<file path="config.mk">
export PLATFORM = sky130hd
export DESIGN_NAME = alarm_mask_and_timing_trim
export DESIGN_NICKNAME = d
export VERILOG_FILES = /design/src/hw/sticky_flag_bank.v /design/src/hw/alarm_mask_and_timing_trim.v
export VERILOG_INCLUDE_DIRS = /design/src /design/src/hw
export SDC_FILE = /design/constraint.sdc
export NUM_CORES = 1
export LEC_CHECK = 0
export BUFFER_PORTS_ARGS = -buffer_cell sky130_fd_sc_hd__buf_2
export CAP_MARGIN = 20
export CORE_MARGIN = 2
export CORE_UTILIZATION = 40
export CTS_CLUSTER_DIAMETER = 150
export DETAILED_ROUTE_END_ITERATION = 12
export PLACE_DENSITY_LB_ADDON = 0.25
export RECOVER_POWER = 100
export SYNTH_ARGS = -nofsm -noshare
export SYNTH_HDL_FRONTEND = slang
export SYNTH_SLANG_ARGS = --single-unit
</file>
<file path="constraint.sdc">
create_clock -name clk_sys -period 3.7 [get_ports clk_sys]
set_clock_uncertainty 0.05 [all_clocks]
set_input_delay 0.185 -clock clk_sys [delete_from_list [all_inputs] [get_ports clk_sys]]
set_output_delay 0.185 -clock clk_sys [all_outputs]
set_load 0.01 [all_outputs]
</file>
<file path="src/hw/alarm_trim_regs.vh">
`ifndef ALARM_TRIM_REGS_VH
`define ALARM_TRIM_REGS_VH

// Register offsets on the register port.
`define ADDR_ALARM_SUMMARY 10'h2c0
`define ADDR_ALARM_STATUS 10'h2c1
`define ADDR_ALARM_MASK 10'h2c2
`define ADDR_LANE_FLAGS 10'h2c4
`define ADDR_PIN_ROUTE 10'h2c6
`define ADDR_TRIM_A_DUAL 10'h310
`define ADDR_TRIM_B_DUAL 10'h313
`define ADDR_TRIM_A_SINGLE 10'h314

// Reset values.
`define RST_ALARM_STATUS 6'h3f
`define RST_ALARM_MASK 8'h3f
`define RST_LANE_FLAGS 16'hffff
`define RST_TRIM 8'h00
`define RST_PIN_ROUTE 1'h0
`define RST_STATUS_RESERVED 2'h0

// Bit positions of the alarm status and mask fields.
`define BIT_DIVIDER_MISMATCH 0
`define BIT_OSC_PHASE_UPSET 1
`define BIT_CLOCK_REALIGN 2
`define BIT_LINK_DOWN 3
`define BIT_PLL_UNLOCK 4
`define BIT_FIFO_ERROR 5

// Field widths.
`define ALARM_BITS 6
`define LANE_COUNT 16
`define TRIM_BITS 8
`define DATA_BITS 16
`define ADDR_BITS 10

`endif

</file>
<file path="src/hw/sticky_flag_bank.v">
`timescale 1ns/1ps
`default_nettype none

// A row of sticky flags: a set input wins over a clear in the same cycle.
module sticky_flag_bank #(
   parameter WIDTH = 16,
   parameter [WIDTH-1:0] RESET_VALUE = {WIDTH{1'b1}}
) (
   // Clock and reset.
   input wire clk_sys,
   input wire resetn,
   // Per-bit set and clear requests.
   input wire [WIDTH-1:0] setFlag,
   input wire [WIDTH-1:0] clearFlag,
   // Current flag state.
   output wire [WIDTH-1:0] flags
);

   reg [WIDTH-1:0] flagState;
   genvar i;

   // Each flag keeps its value unless set or cleared; set has priority.
   generate
      for (i = 0; i < WIDTH; i = i + 1)
      begin : gen_flag
         always @(posedge clk_sys)
         begin
            if (!resetn)
            begin
               flagState[i] <= RESET_VALUE[i];
            end
            else if (setFlag[i])
            begin
               flagState[i] <= 1'b1;
            end
            else if (clearFlag[i])
            begin
               flagState[i] <= 1'b0;
            end
         end
      end
   endgenerate

   assign flags = flagState;

endmodule
`default_nettype wire

</file>
<file path="src/hw/alarm_mask_and_timing_trim.v">
// How it works
// Set mask bit keeps its alarm from summary.
// Mask resets to 0x3f; bits 7:6 reserved.
// Lane FIFO error sets that lane's flag.
// Writing one clears lane flag; zeros ignored.
// Persisting lane error sets flag again; set wins.
// Clearing fifo status bit clears all lane flags.
// Lane flags reset to all ones.
// Trim registers drive core sampling adjust by mode.
// Trims load factory defaults; software reads, overwrites.
// Dual mode applies first trim to core A.
// Dual mode with calibration: second trim, core B.
// Single mode on pair A: dedicated core A trim.
// Summary reads one when unmasked alarm set.
// Fifo status sets on lane error; write-one clears.
// All alarm status bits set after reset.
// Reserved mask bits store, never affect alarms.
//
// Strobed register access was decided locally.
`timescale 1ns/1ps
`default_nettype none
`include "alarm_trim_regs.vh"

module alarm_mask_and_timing_trim (
   // Clock and synchronous active-low reset.
   input wire clk_sys,
   input wire resetn,
   // Register port.
   input wire [`ADDR_BITS-1:0] regAddr,
   input wire [`DATA_BITS-1:0] regWrData,
   input wire regWrite,
   input wire regRead,
   output reg [`DATA_BITS-1:0] regRdData,
   // Alarm sources from the device core, same clock.
   input wire pllUnlock,
   input wire linkDown,
   input wire clockRealign,
   input wire oscillatorPhaseUpset,
   input wire dividerMismatch,
   input wire [`LANE_COUNT-1:0] laneFifoError,
   // Operating mode of the converter cores.
   input wire dualChannelMode,
   input wire foregroundCalEnable,
   input wire sampleInputPairA,
   // Factory trim load from the fuse memory.
   input wire trimLoad,
   input wire [`TRIM_BITS-1:0] fuseTrimADual,
   input wire [`TRIM_BITS-1:0] fuseTrimBDual,
   input wire [`TRIM_BITS-1:0] fuseTrimASingle,
   // Timing adjust values applied to the cores.
   output reg [`TRIM_BITS-1:0] coreATrim,
   output reg [`TRIM_BITS-1:0] coreBTrim,
   output reg coreBTrimApply,
   // Alarm outputs.
   output wire alarmIrq,
   output wire calibrationStatusPin
);

   // Returns one when a strobe is addressed to the given offset.
   function hit;
      input strobe;
      input [`ADDR_BITS-1:0] addr;
      input [`ADDR_BITS-1:0] target;
      begin
         hit = strobe && (addr == target);
      end
   endfunction

   // Control registers.
   reg [7:0] alarmMask;
   reg [1:0] statusReserved;
   reg pinRoute;
   reg [`TRIM_BITS-1:0] trimADual;
   reg [`TRIM_BITS-1:0] trimBDual;
   reg [`TRIM_BITS-1:0] trimASingle;

   // Flag state and the requests that drive it.
   wire [`ALARM_BITS-1:0] alarmStatus;
   wire [`ALARM_BITS-1:0] alarmSet;
   wire [`ALARM_BITS-1:0] alarmClear;
   wire [`LANE_COUNT-1:0] laneFlags;
   wire [`LANE_COUNT-1:0] laneClear;
   wire alarmSummary;
   wire anyLaneError;
   wire writeStatus;
   wire writeLanes;

   // Write decodes for the two clearable registers.
   assign writeStatus = hit(regWrite, regAddr, `ADDR_ALARM_STATUS);
   assign writeLanes = hit(regWrite, regAddr, `ADDR_LANE_FLAGS);

   // Any lane error raises the fifo status bit as well.
   assign anyLaneError = |laneFifoError;

   // Set requests of the alarm status bits, one per source.
   assign alarmSet[`BIT_FIFO_ERROR] = anyLaneError;
   assign alarmSet[`BIT_PLL_UNLOCK] = pllUnlock;
   assign alarmSet[`BIT_LINK_DOWN] = linkDown;
   assign alarmSet[`BIT_CLOCK_REALIGN] = clockRealign;
   assign alarmSet[`BIT_OSC_PHASE_UPSET] = oscillatorPhaseUpset;
   assign alarmSet[`BIT_DIVIDER_MISMATCH] = dividerMismatch;

   // Writing ones to the status register clears those bits.
   assign alarmClear = writeStatus ? regWrData[`ALARM_BITS-1:0] : {`ALARM_BITS{1'b0}};

   // Lane flags clear by their own write or by clearing the fifo status bit.
   assign laneClear = (writeLanes ? regWrData : {`LANE_COUNT{1'b0}})
      | ((writeStatus && regWrData[`BIT_FIFO_ERROR]) ? {`LANE_COUNT{1'b1}}
      : {`LANE_COUNT{1'b0}});

   // Alarm status bits, all set after reset.
   sticky_flag_bank #(
      .WIDTH(`ALARM_BITS),
      .RESET_VALUE(`RST_ALARM_STATUS)
   ) statusBank (
      .clk_sys(clk_sys),
      .resetn(resetn),
      .setFlag(alarmSet),
      .clearFlag(alarmClear),
      .flags(alarmStatus)
   );

   // Per-lane FIFO error flags; a persisting error outranks a clear.
   sticky_flag_bank #(
      .WIDTH(`LANE_COUNT),
      .RESET_VALUE(`RST_LANE_FLAGS)
   ) laneBank (
      .clk_sys(clk_sys),
      .resetn(resetn),
      .setFlag(laneFifoError),
      .clearFlag(laneClear),
      .flags(laneFlags)
   ); // see R5

   // Summary alarm: only status bits whose mask bit is clear count.
   assign alarmSummary = |(alarmStatus & ~alarmMask[`ALARM_BITS-1:0]); // see R1, see R13

   // The summary is the level interrupt; it may also be routed to the pin.
   assign alarmIrq = alarmSummary;
   assign calibrationStatusPin = pinRoute & alarmSummary;

   // Mask register and reserved status bits; mask resets to all masked.
   always @(posedge clk_sys)
   begin
      if (!resetn)
      begin
         alarmMask <= `RST_ALARM_MASK;
         statusReserved <= `RST_STATUS_RESERVED;
         pinRoute <= `RST_PIN_ROUTE;
      end
      else
      begin
         if (hit(regWrite, regAddr, `ADDR_ALARM_MASK))
         begin
            alarmMask <= regWrData[7:0];
         end
         if (writeStatus)
         begin
            statusReserved <= regWrData[7:6];
         end
         if (hit(regWrite, regAddr, `ADDR_PIN_ROUTE))
         begin
            pinRoute <= regWrData[0];
         end
      end
   end

   // Trim registers: fuse load brings factory values, software may overwrite.
   always @(posedge clk_sys)
   begin
      if (!resetn)
      begin
         trimADual <= `RST_TRIM;
         trimBDual <= `RST_TRIM;
         trimASingle <= `RST_TRIM;
      end
      else if (trimLoad)
      begin
         trimADual <= fuseTrimADual;
         trimBDual <= fuseTrimBDual;
         trimASingle <= fuseTrimASingle;
      end
      else
      begin
         if (hit(regWrite, regAddr, `ADDR_TRIM_A_DUAL))
         begin
            trimADual <= regWrData[`TRIM_BITS-1:0];
         end
         if (hit(regWrite, regAddr, `ADDR_TRIM_B_DUAL))
         begin
            trimBDual <= regWrData[`TRIM_BITS-1:0];
         end
         if (hit(regWrite, regAddr, `ADDR_TRIM_A_SINGLE))
         begin
            trimASingle <= regWrData[`TRIM_BITS-1:0];
         end
      end
   end

   // Select the trim each core uses from the operating mode.
   always @(posedge clk_sys)
   begin
      if (!resetn)
      begin
         coreATrim <= `RST_TRIM;
         coreBTrim <= `RST_TRIM;
         coreBTrimApply <= 1'b0;
      end
      else
      begin
         if (dualChannelMode)
         begin
            coreATrim <= trimADual; // see R8
         end
         else if (sampleInputPairA)
         begin
            coreATrim <= trimASingle;
         end
         else
         begin
            coreATrim <= trimADual;
         end
         coreBTrim <= trimBDual;
         coreBTrimApply <= dualChannelMode && foregroundCalEnable;
      end
   end

   // Read data stands only in the cycle after the read strobe.
   always @(posedge clk_sys)
   begin
      if (!resetn)
      begin
         regRdData <= 16'h0000;
      end
      else if (regRead)
      begin
         case (regAddr)
            `ADDR_ALARM_SUMMARY: regRdData <= {15'h0000, alarmSummary};
            `ADDR_ALARM_STATUS: regRdData <= {8'h00, statusReserved, alarmStatus};
            `ADDR_ALARM_MASK: regRdData <= {8'h00, alarmMask};
            `ADDR_LANE_FLAGS: regRdData <= laneFlags;
            `ADDR_PIN_ROUTE: regRdData <= {15'h0000, pinRoute};
            `ADDR_TRIM_A_DUAL: regRdData <= {8'h00, trimADual};
            `ADDR_TRIM_B_DUAL: regRdData <= {8'h00, trimBDual};
            `ADDR_TRIM_A_SINGLE: regRdData <= {8'h00, trimASingle};
            default: regRdData <= 16'h0000;
         endcase
      end
      else
      begin
         regRdData <= 16'h0000;
      end
   end

endmodule
`default_nettype wire

</file>
==> results.json, run 1 <==
{
  "dieArea_um2": 10900,
  "avgViaCountPerCell": 5.43,
  "fin_cells": 700,
  "final_area_um2": 4990,
  "grt_antenna_before_repair": 0,
  "tightest_slew_ns": 1.73,
  "whs_path_depth": 2,
  "violations": "max-capacitance violations, max-slew violations",
  "dpl_cell_area_um2": 4660,
  "syn_area_um2": 4040,
  "place.detailed.hpwl_mm": 8.26,
  "fin_nets": 641,
  "yosysSeqAreaShare": 0.446,
  "critical_path.max_stage_delay_ns": 1.30,
  "cts-root-buf": "clkbuf_8",
  "cts.sinks": 90,
  "power_density_nw_per_um2": 375,
  "pwr-share-comb": 0.108,
  "grt_pass1_wl_mm": 18.4,
  "rsz0062_at_grt": "no",
  "gp_congestion": 0.839,
  "wirelength_mm": 11.8,
  "path_clk_slew_ns": 0.09,
  "start_util": 0.413,
  "fin_crit_ns": 2.85,
  "finalSetupViolCount": 0,
  "worst_ep_required_time_ns": 3.92,
  "syn-num-nets": 524,
  "post_cts_buffers": 0,
  "r2r-start": "statusBank.flags[0]$_SDFFE_PP1P_",
  "max_slew_margin": -0.155,
  "fin_crit_sh": 0.769,
  "drt_iter0_markers": 200,
  "synth_top_area_share": 0.446,
  "yosysMostFrequentCell": "dfxtp_1",
  "hold_start": "laneFifoError[10]",
  "syn_area_per_cell_um2": 9.07,
  "dr_total_vias": 3802,
  "fin_tns_setup_ns": 0,
  "num_antenna_cells": 0,
  "numCtsBuffers": 9,
  "place_inst": 662,
  "ys.warnings.count": 0,
  "synthTopCellsByArea": "dfxtp_1 (45%), mux2i_1 (10%), nand2_1 (5.2%), o21ai_0 (4.1%), a311o_1 (3.5%)",
  "die_w_um": 104,
  "maxSlewViolCount": 47,
  "place.port_buffers": 113,
  "start_kind": "input pin",
  "synth.distinct_cells": 46,
  "power_switching_share": 0.256,
  "grtUsageTotal": 0.215,
  "sequentialPowerShare": 0.542,
  "insertion_delay_ns": 0.36,
  "cts_resized": 0,
  "htree_levels": 3,
  "firstDrtPassIters": 5,
  "dieHeight_um": 104,
  "arrival_ns": 3.06,
  "ir_drop_mv": 0.166,
  "synthTopCellsByCount": "dfxtp_1 (90), nand2_1 (56), mux2i_1 (42)",
  "hold_path_end": "laneBank.flags[10]$_SDFFE_PP1P_",
  "critPathMaxFanout": 46,
  "p_leak_uw": 0.00197,
  "maxCapViolCount": 1,
  "clockPowerShare": 0.350,
  "hold_buffers": 22,
  "synth_area_leader_cell": "dfxtp_1",
  "status": "complete, but fails checks",
  "grt_max_degree": 47,
  "wl_per_cell_um": 16.9,
  "holdWs_ns": 0.0205,
  "reg2reg_depth": 4,
  "rows": 36,
  "ys.flop_type": "dfxtp_1",
  "syn_to_final_growth_pct": 23.6,
  "pin_count": 114,
  "hold_class": "in2reg",
  "async_reset_ff_frac": 0,
  "ys_seq_elements": 90,
  "cts_tree": "built",
  "clock_path_buffers": 2,
  "postRouteAntennaNets": 0,
  "synth_cells": 445,
  "internal-power_uw": 1390,
  "end_kind": "flop",
  "critPathSlowestCell": "nor4_1",
  "grt_overflow": 0,
  "hold_violations": 0,
  "crit_type": "in2reg",
  "max_clock_freq_mhz": 351,
  "drive_above_1_share": 0.178,
  "fin_util": 0.510,
  "grt_pass1_vias": 3625,
  "r2r_end": "regRdData[0]$_SDFF_PN0_",
  "p_switching_uw": 478,
  "drc": 0,
  "synth-edff-count": 0,
  "path_cells": "clkbuf_1, nand2b_1, nor4_1, o21ai_0, a211o_1",
  "r2r_setup_slack_ns": 2.38,
  "core-area_um2": 9770
}
[cell type report]
type	instances	area, um^2
timing repair buffer	140	774
inverter	7	26.3
clock inverter	5	55.1
clock buffer	11	131
fill	963	4780
tap	133	166
sequential	90	1800
multi-input combinational	314	2030
[state kept, by name (all words and copies together), names as in the netlist, 2 cells and up]
name / count
coreATrim: 8
alarmMask: 8
statusReserved: 2
trimBDual: 8
regRdData: 16
coreBTrim: 8
laneBank.flags: 16
statusBank.flags: 6
trimASingle: 8
trimADual: 8
[power groups by stage]
| stage | clock network [uW] | logic [uW] | registers, uW |
|---|---|---|---|
| after global placement | 0 | 185 | 1030 |
| final | 655 | 201 | 1010 |
| after CTS | 666 | 205 | 1010 |
| after detailed placement | 0 | 187 | 1040 |
| after global routing | 703 | 221 | 1020 |
| after floorplan | 0 | 95.6 | 1030 |
[layer usage]
layer / up-vias / track usage / share of wire
li1: 1848 / - / -
met1: 1805 / 0.288 / 0.45
met3: 20 / 0.0395 / 0.052
met4: 0 / 0.0811 / 0.021
met5: - / 0 / 0
met2: 129 / 0.343 / 0.48
[worst max-delay path by stage]
stage / to / start / slack [ns] / cells past startpoint
floorplan: trimBDual[0]$_SDFFE_PN0P_ / regAddr[2] / 1.84 / 7
CTS: laneBank.flags[10]$_SDFFE_PP1P_ / regAddr[2] / 1.53 / 5
detailed placement: laneBank.flags[10]$_SDFFE_PP1P_ / regAddr[2] / 1.14 / 5
global placement: laneBank.flags[10]$_SDFFE_PP1P_ / regAddr[5] / 1.24 / 5
finish: laneBank.flags[5]$_SDFFE_PP1P_ / regAddr[5] / 0.85 / 5
global route: laneBank.flags[5]$_SDFFE_PP1P_ / regAddr[5] / 0.64 / 5
[worst max-delay path: cells and delay by family]
kind	cells	cell delay, ns
AO/OA/AOI/OAI	2	0.53
AND/OR/NAND/NOR	2	2.24
buffers and inverters	1	0.10
[kinds of logic after synthesis]
logic type / Yosys count / synth area share
compound gates: 104 / 0.165
buf+inv: 41 / 0.0428
flops: 90 / 0.446
mux: 42 / 0.104
simple gates: 168 / 0.242
[per-stage QoR]
step | total power, uW | setup WS [ns]
final | 1870 | 0.855
after global routing | 1940 | 0.643
after CTS | 1880 | 1.53
after detailed placement | 1220 | 1.14
after global placement | 1220 | 1.24
after floorplan | 1130 | 1.84
[cell usage in the layout, fill, tap and decap left out, types with 13 or more instances in the layout]
| cell type | instances |
|---|---|
| a21oi_1 | 27 |
| a311o_1 | 14 |
| buf_2 | 77 |
| clkbuf_1 | 39 |
| dfxtp_1 | 90 |
| dlygate4sd3_1 | 22 |
| mux2i_1 | 42 |
| nand2_1 | 56 |
| nor2_1 | 14 |
| nor3_1 | 25 |
| nor4b_1 | 13 |
| o21ai_0 | 34 |
(Power assumes the default switching activity.)
==> inputs of run 2 (changes only) <==
ABC_AREA = 1   (was default)
clock period = 2.4 ns   (was 3.7 ns; I/O delays follow)
==> run 2 against run 1 <==
- the run still ends with max-capacitance violations, max-slew violations left
- non-clock buffer count up 5
- global-route usage up 0.49 points
- wire length increased by 3.4%
- critical path depth grew 5
- synthesized area grew 3.6%
- synthesized cell count rose by 37%
- flip-flop and latch count did not move
- worst setup slack worse by 0.31 ns
- worst hold slack worse by 0.0086 ns
- highest routed layer unchanged
==> results.json, run 2 <==
{
  "cts_resized": 0,
  "maxSlewViolCount": 46,
  "crit_type": "in2reg",
  "fin_util": 0.512,
  "yosysSeqAreaShare": 0.431,
  "numCtsBuffers": 9,
  "pwr-share-comb": 0.112,
  "cp_num_buf_inv": 4,
  "crit_family": "simple AND/OR/NAND/NOR gates",
  "worst_ep_required_time_ns": 2.60,
  "violations": "max-capacitance violations, max-slew violations",
  "fin_tns_setup_ns": 0,
  "ys.flop_type": "dfxtp_1",
  "die_w_um": 106,
  "ir_drop_mv": 0.275,
  "final_common_cell": "nand2_1",
  "drc": 0,
  "firstDrtPassIters": 4,
  "syn_to_final_growth_pct": 25.4,
  "place.port_buffers": 113,
  "hold_path_end": "laneBank.flags[11]$_SDFFE_PP1P_",
  "grt_antenna_before_repair": 0,
  "synth_area_leader_cell": "dfxtp_1",
  "synth_cells": 609,
  "postRouteAntennaNets": 0,
  "r2r_end": "regRdData[0]$_SDFF_PN0_",
  "p_leak_uw": 0.00258,
  "place.detailed.hpwl_mm": 8.97,
  "fin_crit_ns": 1.86,
  "drive_above_1_share": 0.154,
  "startpoint": "regAddr[0]",
  "clock_path_buffers": 2,
  "syn_area_um2": 4180,
  "r2r-start": "alarmMask[3]$_SDFFE_PN1P_",
  "sequentialPowerShare": 0.525,
  "path_cells": "clkbuf_1, inv_1, nand2_1, nor2_4, inv_1, nor2_4, nand3_1, nand3_1, nand2_1, dlygate4sd3_1",
  "htree_levels": 3,
  "reg2reg_depth": 9,
  "dieHeight_um": 106,
  "fin_crit_sh": 0.774,
  "internal-power_uw": 2210,
  "gp_congestion": 0.848,
  "core-area_um2": 10200,
  "synth-edff-count": 0,
  "dpl_cell_area_um2": 4830,
  "clockPowerShare": 0.362,
  "yosysMostFrequentCell": "nand2_1",
  "power_switching_share": 0.256,
  "hold_start": "regWrData[11]",
  "fin_nets": 825,
  "synth.distinct_cells": 29,
  "wirelength_mm": 12.2,
  "async_reset_ff_frac": 0,
  "finalSetupViolCount": 0,
  "path_clk_slew_ns": 0.08,
  "grt_pass1_vias": 4150,
  "max_clock_freq_mhz": 538,
  "dr_total_vias": 4321,
  "ys.warnings.count": 0,
  "syn-num-nets": 688,
  "rows": 37,
  "synth_top_area_share": 0.431,
  "grt_pass1_wl_mm": 19.7,
  "fin_cells": 887,
  "r2r_setup_slack_ns": 1.09,
  "avgViaCountPerCell": 4.87,
  "num_antenna_cells": 0,
  "max_slew_margin": -0.181,
  "start_util": 0.409,
  "cts-root-buf": "clkbuf_8",
  "grtUsageTotal": 0.220,
  "place_inst": 842,
  "synthTopCellsByArea": "dfxtp_1 (43%), nand2_1 (16%), nor2_1 (8.4%), nand3_1 (5.7%), inv_1 (5.3%)",
  "end_kind": "flop",
  "maxCapViolCount": 1,
  "drt_iter0_markers": 245,
  "rsz0062_at_grt": "no",
  "pin_count": 114,
  "power_density_nw_per_um2": 567,
  "start_kind": "input pin",
  "critical_path.max_stage_delay_ns": 0.55,
  "synthTopCellsByCount": "nand2_1 (178), nor2_1 (94), dfxtp_1 (90)",
  "ys_seq_elements": 90,
  "final_area_um2": 5240,
  "layout_common_cells": "nand2_1 (183), nor2_1 (97), dfxtp_1 (90), buf_2 (74), inv_1 (61)",
  "cts_tree": "built",
  "syn_area_per_cell_um2": 6.86,
  "tightest_slew_ns": 1.77,
  "wl_per_cell_um": 13.8,
  "p_switching_uw": 761,
  "critPathSlowestCell": "dlygate4sd3_1",
  "grt_overflow": 0,
  "status": "complete, but fails checks",
  "critPathMaxFanout": 13,
  "insertion_delay_ns": 0.36,
  "dieArea_um2": 11300,
  "arrival_ns": 2.05,
  "whs_path_depth": 4,
  "hold_class": "in2reg",
  "power_uw": 2970,
  "cts.sinks": 90,
  "hold_violations": 0,
  "grt_max_degree": 46
}
==> run 2: kinds of logic after synthesis <==
kind of cell,Yosys count,synth area share
AOI/OAI and AO/OA,67,0.0886
buffers and inverters,86,0.0856
DFF,90,0.431
and+or+nand+nor,366,0.395
==> run 2: routing by layer <==
metal	part of all wire	routed length (um)	vias up	GRT usage
met3	0.068	836	16	0.0392
li1	-	-	2191	-
met5	0	0	-	0
met1	0.45	5450	1942	0.279
met2	0.47	5740	172	0.372
met4	0.017	204	0	0.0818
==> run 2: how the worst max path moves through the flow <==
stage | endpoint | slack, ns | depth (start not counted)
after floorplan | trimADual[0]$_SDFFE_PN0P_ | 1.23 | 8
after global placement | laneBank.flags[7]$_SDFFE_PP1P_ | 0.69 | 9
after detailed placement | laneBank.flags[3]$_SDFFE_PP1P_ | 0.58 | 9
after CTS | laneBank.flags[10]$_SDFFE_PP1P_ | 0.63 | 10
after global routing | coreATrim[5]$_SDFF_PN0_ | 0.32 | 4
final | laneBank.flags[12]$_SDFFE_PP1P_ | 0.54 | 10
==> run 2: worst min-delay path, cell delays in order <==
cell	delay, ns
buf_2	0.08
nand3_1	0.07
nand3_1	0.06
nand2_1	0.04
==> run 2: layout make-up <==
cell class | instances | area [um^2]
tap | 136 | 170
clock buffer | 13 | 159
clock inverter | 3 | 47.5
multi-input combinational | 433 | 1990
fill | 1050 | 4990
inverter | 67 | 251
timing repair buffer | 145 | 826
sequential | 90 | 1800
==> run 2: repair_timing <==
| action | in CTS | in global routing |
|---|---|---|
| setup buffers | 0 | 0 |
| hold buffers | 29 | 0 |
| hold endpoints to repair | 24 | 0 |
==> run 2: power groups by stage <==
| stage | clock network [uW] | logic, uW | registers (uW) |
|---|---|---|---|
| 4_1_cts | 1100 | 341 | 1560 |
| 3_3_place_gp | 0 | 304 | 1590 |
| 2_1_floorplan | 0 | 166 | 1590 |
| 5_1_grt | 1160 | 374 | 1570 |
| 6_report | 1080 | 333 | 1560 |
| 3_5_place_dp | 0 | 307 | 1600 |
==> run 2: per-stage QoR <==
step / setup WS, ns / hold WS (ns)
3_5_place_dp: 0.575 / 0.272
5_1_grt: 0.321 / 0.0224
6_report: 0.542 / 0.0119
2_1_floorplan: 1.23 / 0.169
3_3_place_gp: 0.693 / 0.267
4_1_cts: 0.627 / 0.00110
==> inputs of run 3 (changes only) <==
ABC_AREA = 0   (was 1)
clock period = 1.8 ns   (was 2.4 ns; I/O delays follow)
==> run 3 against run 2 <==
- the flow now finishes without violations
- core utilization increased by 4.8 points
- die area decreased by 3.3%
- sequential share of layout area decreased by 1.5 points
- first-iteration DRC count decreased by 20%
- cell area increased by 4.5%
- via count decreased by 8.8%
- worst hold slack got worse by 0.0058 ns
- total power increased by 33%
- wire length increased by 5.1%
- count of clock-buffer cells in the layout decreased by 1
- combinational power increased by 48%
- largest cell class unchanged
- largest power group unchanged
- highest routed layer unchanged
==> results.json, run 3 (synthesis gave the netlist of run 1 again) <==
{
  "max_slew_margin": 0.584,
  "cts_tree": "built",
  "dieArea_um2": 10900,
  "critPathMaxFanout": 3,
  "place.port_buffers": 113,
  "fin_crit_sh": 0.949,
  "crit_type": "reg2out",
  "layout_common_cells": "dfxtp_1 (89), buf_2 (73), nand2_1 (56), dlygate4sd3_1 (55), clkbuf_1 (46)",
  "power_density_nw_per_um2": 719,
  "fin_nets": 698,
  "fin_crit_ns": 1.71,
  "start_util": 0.413,
  "cts-root-buf": "clkbuf_8",
  "wl_per_cell_um": 17.0,
  "avgViaCountPerCell": 5.21,
  "maxSlewViolCount": 0,
  "clockPowerShare": 0.347,
  "grtUsageTotal": 0.239,
  "insertion_delay_ns": 0.37,
  "num_antenna_cells": 0,
  "place.detailed.hpwl_mm": 8.82,
  "ir_drop_mv": 0.286,
  "p_switching_uw": 984,
  "fin_util": 0.560,
  "tightest_slew_ns": 0.616,
  "max_clock_freq_mhz": 585,
  "maxCapViolCount": 0,
  "gp_congestion": 0.878,
  "clock_path_buffers": 2,
  "firstDrtPassIters": 4,
  "die_w_um": 104,
  "wirelength_mm": 12.9,
  "nFillCells": 937,
  "pwr-share-comb": 0.125,
  "power_switching_share": 0.250,
  "hold_class": "in2reg",
  "start_kind": "flop",
  "numCtsBuffers": 9,
  "dr_total_vias": 3940,
  "dieHeight_um": 104,
  "core-area_um2": 9770,
  "syn_to_final_growth_pct": 35.7,
  "drt_iter0_markers": 197,
  "path_clk_slew_ns": 0.08,
  "rows": 36,
  "grt_overflow": 0,
  "final_common_cell": "dfxtp_1",
  "p_leak_uw": 0.00219,
  "end_kind": "output port",
  "postRouteAntennaNets": 0,
  "grt_antenna_before_repair": 0,
  "fin_tns_setup_ns": 0,
  "hold_violations": 0,
  "arrival_ns": 1.57,
  "grt_pass1_vias": 4009,
  "sequentialPowerShare": 0.528,
  "worst_ep_required_time_ns": 1.66,
  "htree_levels": 3,
  "rsz0062_at_grt": "no",
  "drive_above_1_share": 0.188,
  "drc": 0,
  "grt_max_degree": 49,
  "status": "complete, no violations",
  "grt_pass1_wl_mm": 20.5,
  "finalSetupViolCount": 0,
  "holdWs_ns": 0.00609,
  "pin_count": 114,
  "cts.sinks": 90,
  "internal-power_uw": 2960
}
## run 3: metal layers
metal / up-vias / track usage / routed length [um]
li1: 1967 / - / -
met1: 1837 / 0.303 / 5720
met2: 114 / 0.397 / 6190
met3: 22 / 0.0520 / 642
met4: 0 / 0.0869 / 301
met5: - / 0 / 0
## run 3: through the flow
stage,setup slack (ns),power [uW],area (um^2),cells
after floorplan,0.0385,2320,4040,445
after global placement,0.0205,2530,4880,686
after detailed placement,0.00387,2540,4880,686
after CTS,0.0658,3970,5610,755
after global routing,0.00682,4110,5480,756
final,0.0919,3940,5480,756
## run 3: final cells by class
type	count	area [um^2]	share of cell area
inverter	7	26.3	0.00480
multi-input combinational	314	2000	0.365
clock inverter	3	40.0	0.00731
tap	133	166	0.0304
clock buffer	12	145	0.0265
timing repair buffer	197	1300	0.237
sequential	90	1800	0.329
## run 3: final timing paths
| check | from | slack (ns) | cells past startpoint | endpoint |
|---|---|---|---|---|
| setup / recovery | alarmMask[1]$_SDFFE_PN1P_ | 0.09 | 5 | calibrationStatusPin |
| setup reg to reg | statusBank.flags[4]$_SDFFE_PP1P_ | 0.54 | 4 | regRdData[4]$_SDFF_PN0_ |
| hold reg to reg | laneBank.flags[11]$_SDFFE_PP1P_ | 0.42 | 1 | regRdData[11]$_SDFF_PN0_ |
| hold / removal | regWrData[14] | 0.006 | 3 | laneBank.flags[14]$_SDFFE_PP1P_ |
## run 3: worst max-delay path: stages (launching register included)
cell	delay (ns)
dfxtp_1	0.37
nand2b_1	0.12
o2111ai_1	0.11
or2_2	0.31
and2_1	0.15
buf_2	0.13
## run 3: power by group through the flow
stage / Clock [uW] / Combinational [uW] / Sequential [uW]
6_report: 1370 / 492 / 2080
3_5_place_dp: 0 / 411 / 2130
5_1_grt: 1480 / 536 / 2090
3_3_place_gp: 0 / 407 / 2120
2_1_floorplan: 0 / 197 / 2130
4_1_cts: 1380 / 502 / 2080
## run 3: timing repair
action / 4_1_cts / 5_1_grt
hold endpoints to repair: 48 / 1
endpoints found under the setup margin: 0 / 1
resized for setup: 0 / 1
hold buffers: 54 / 1
buffers inserted: 0 / 0
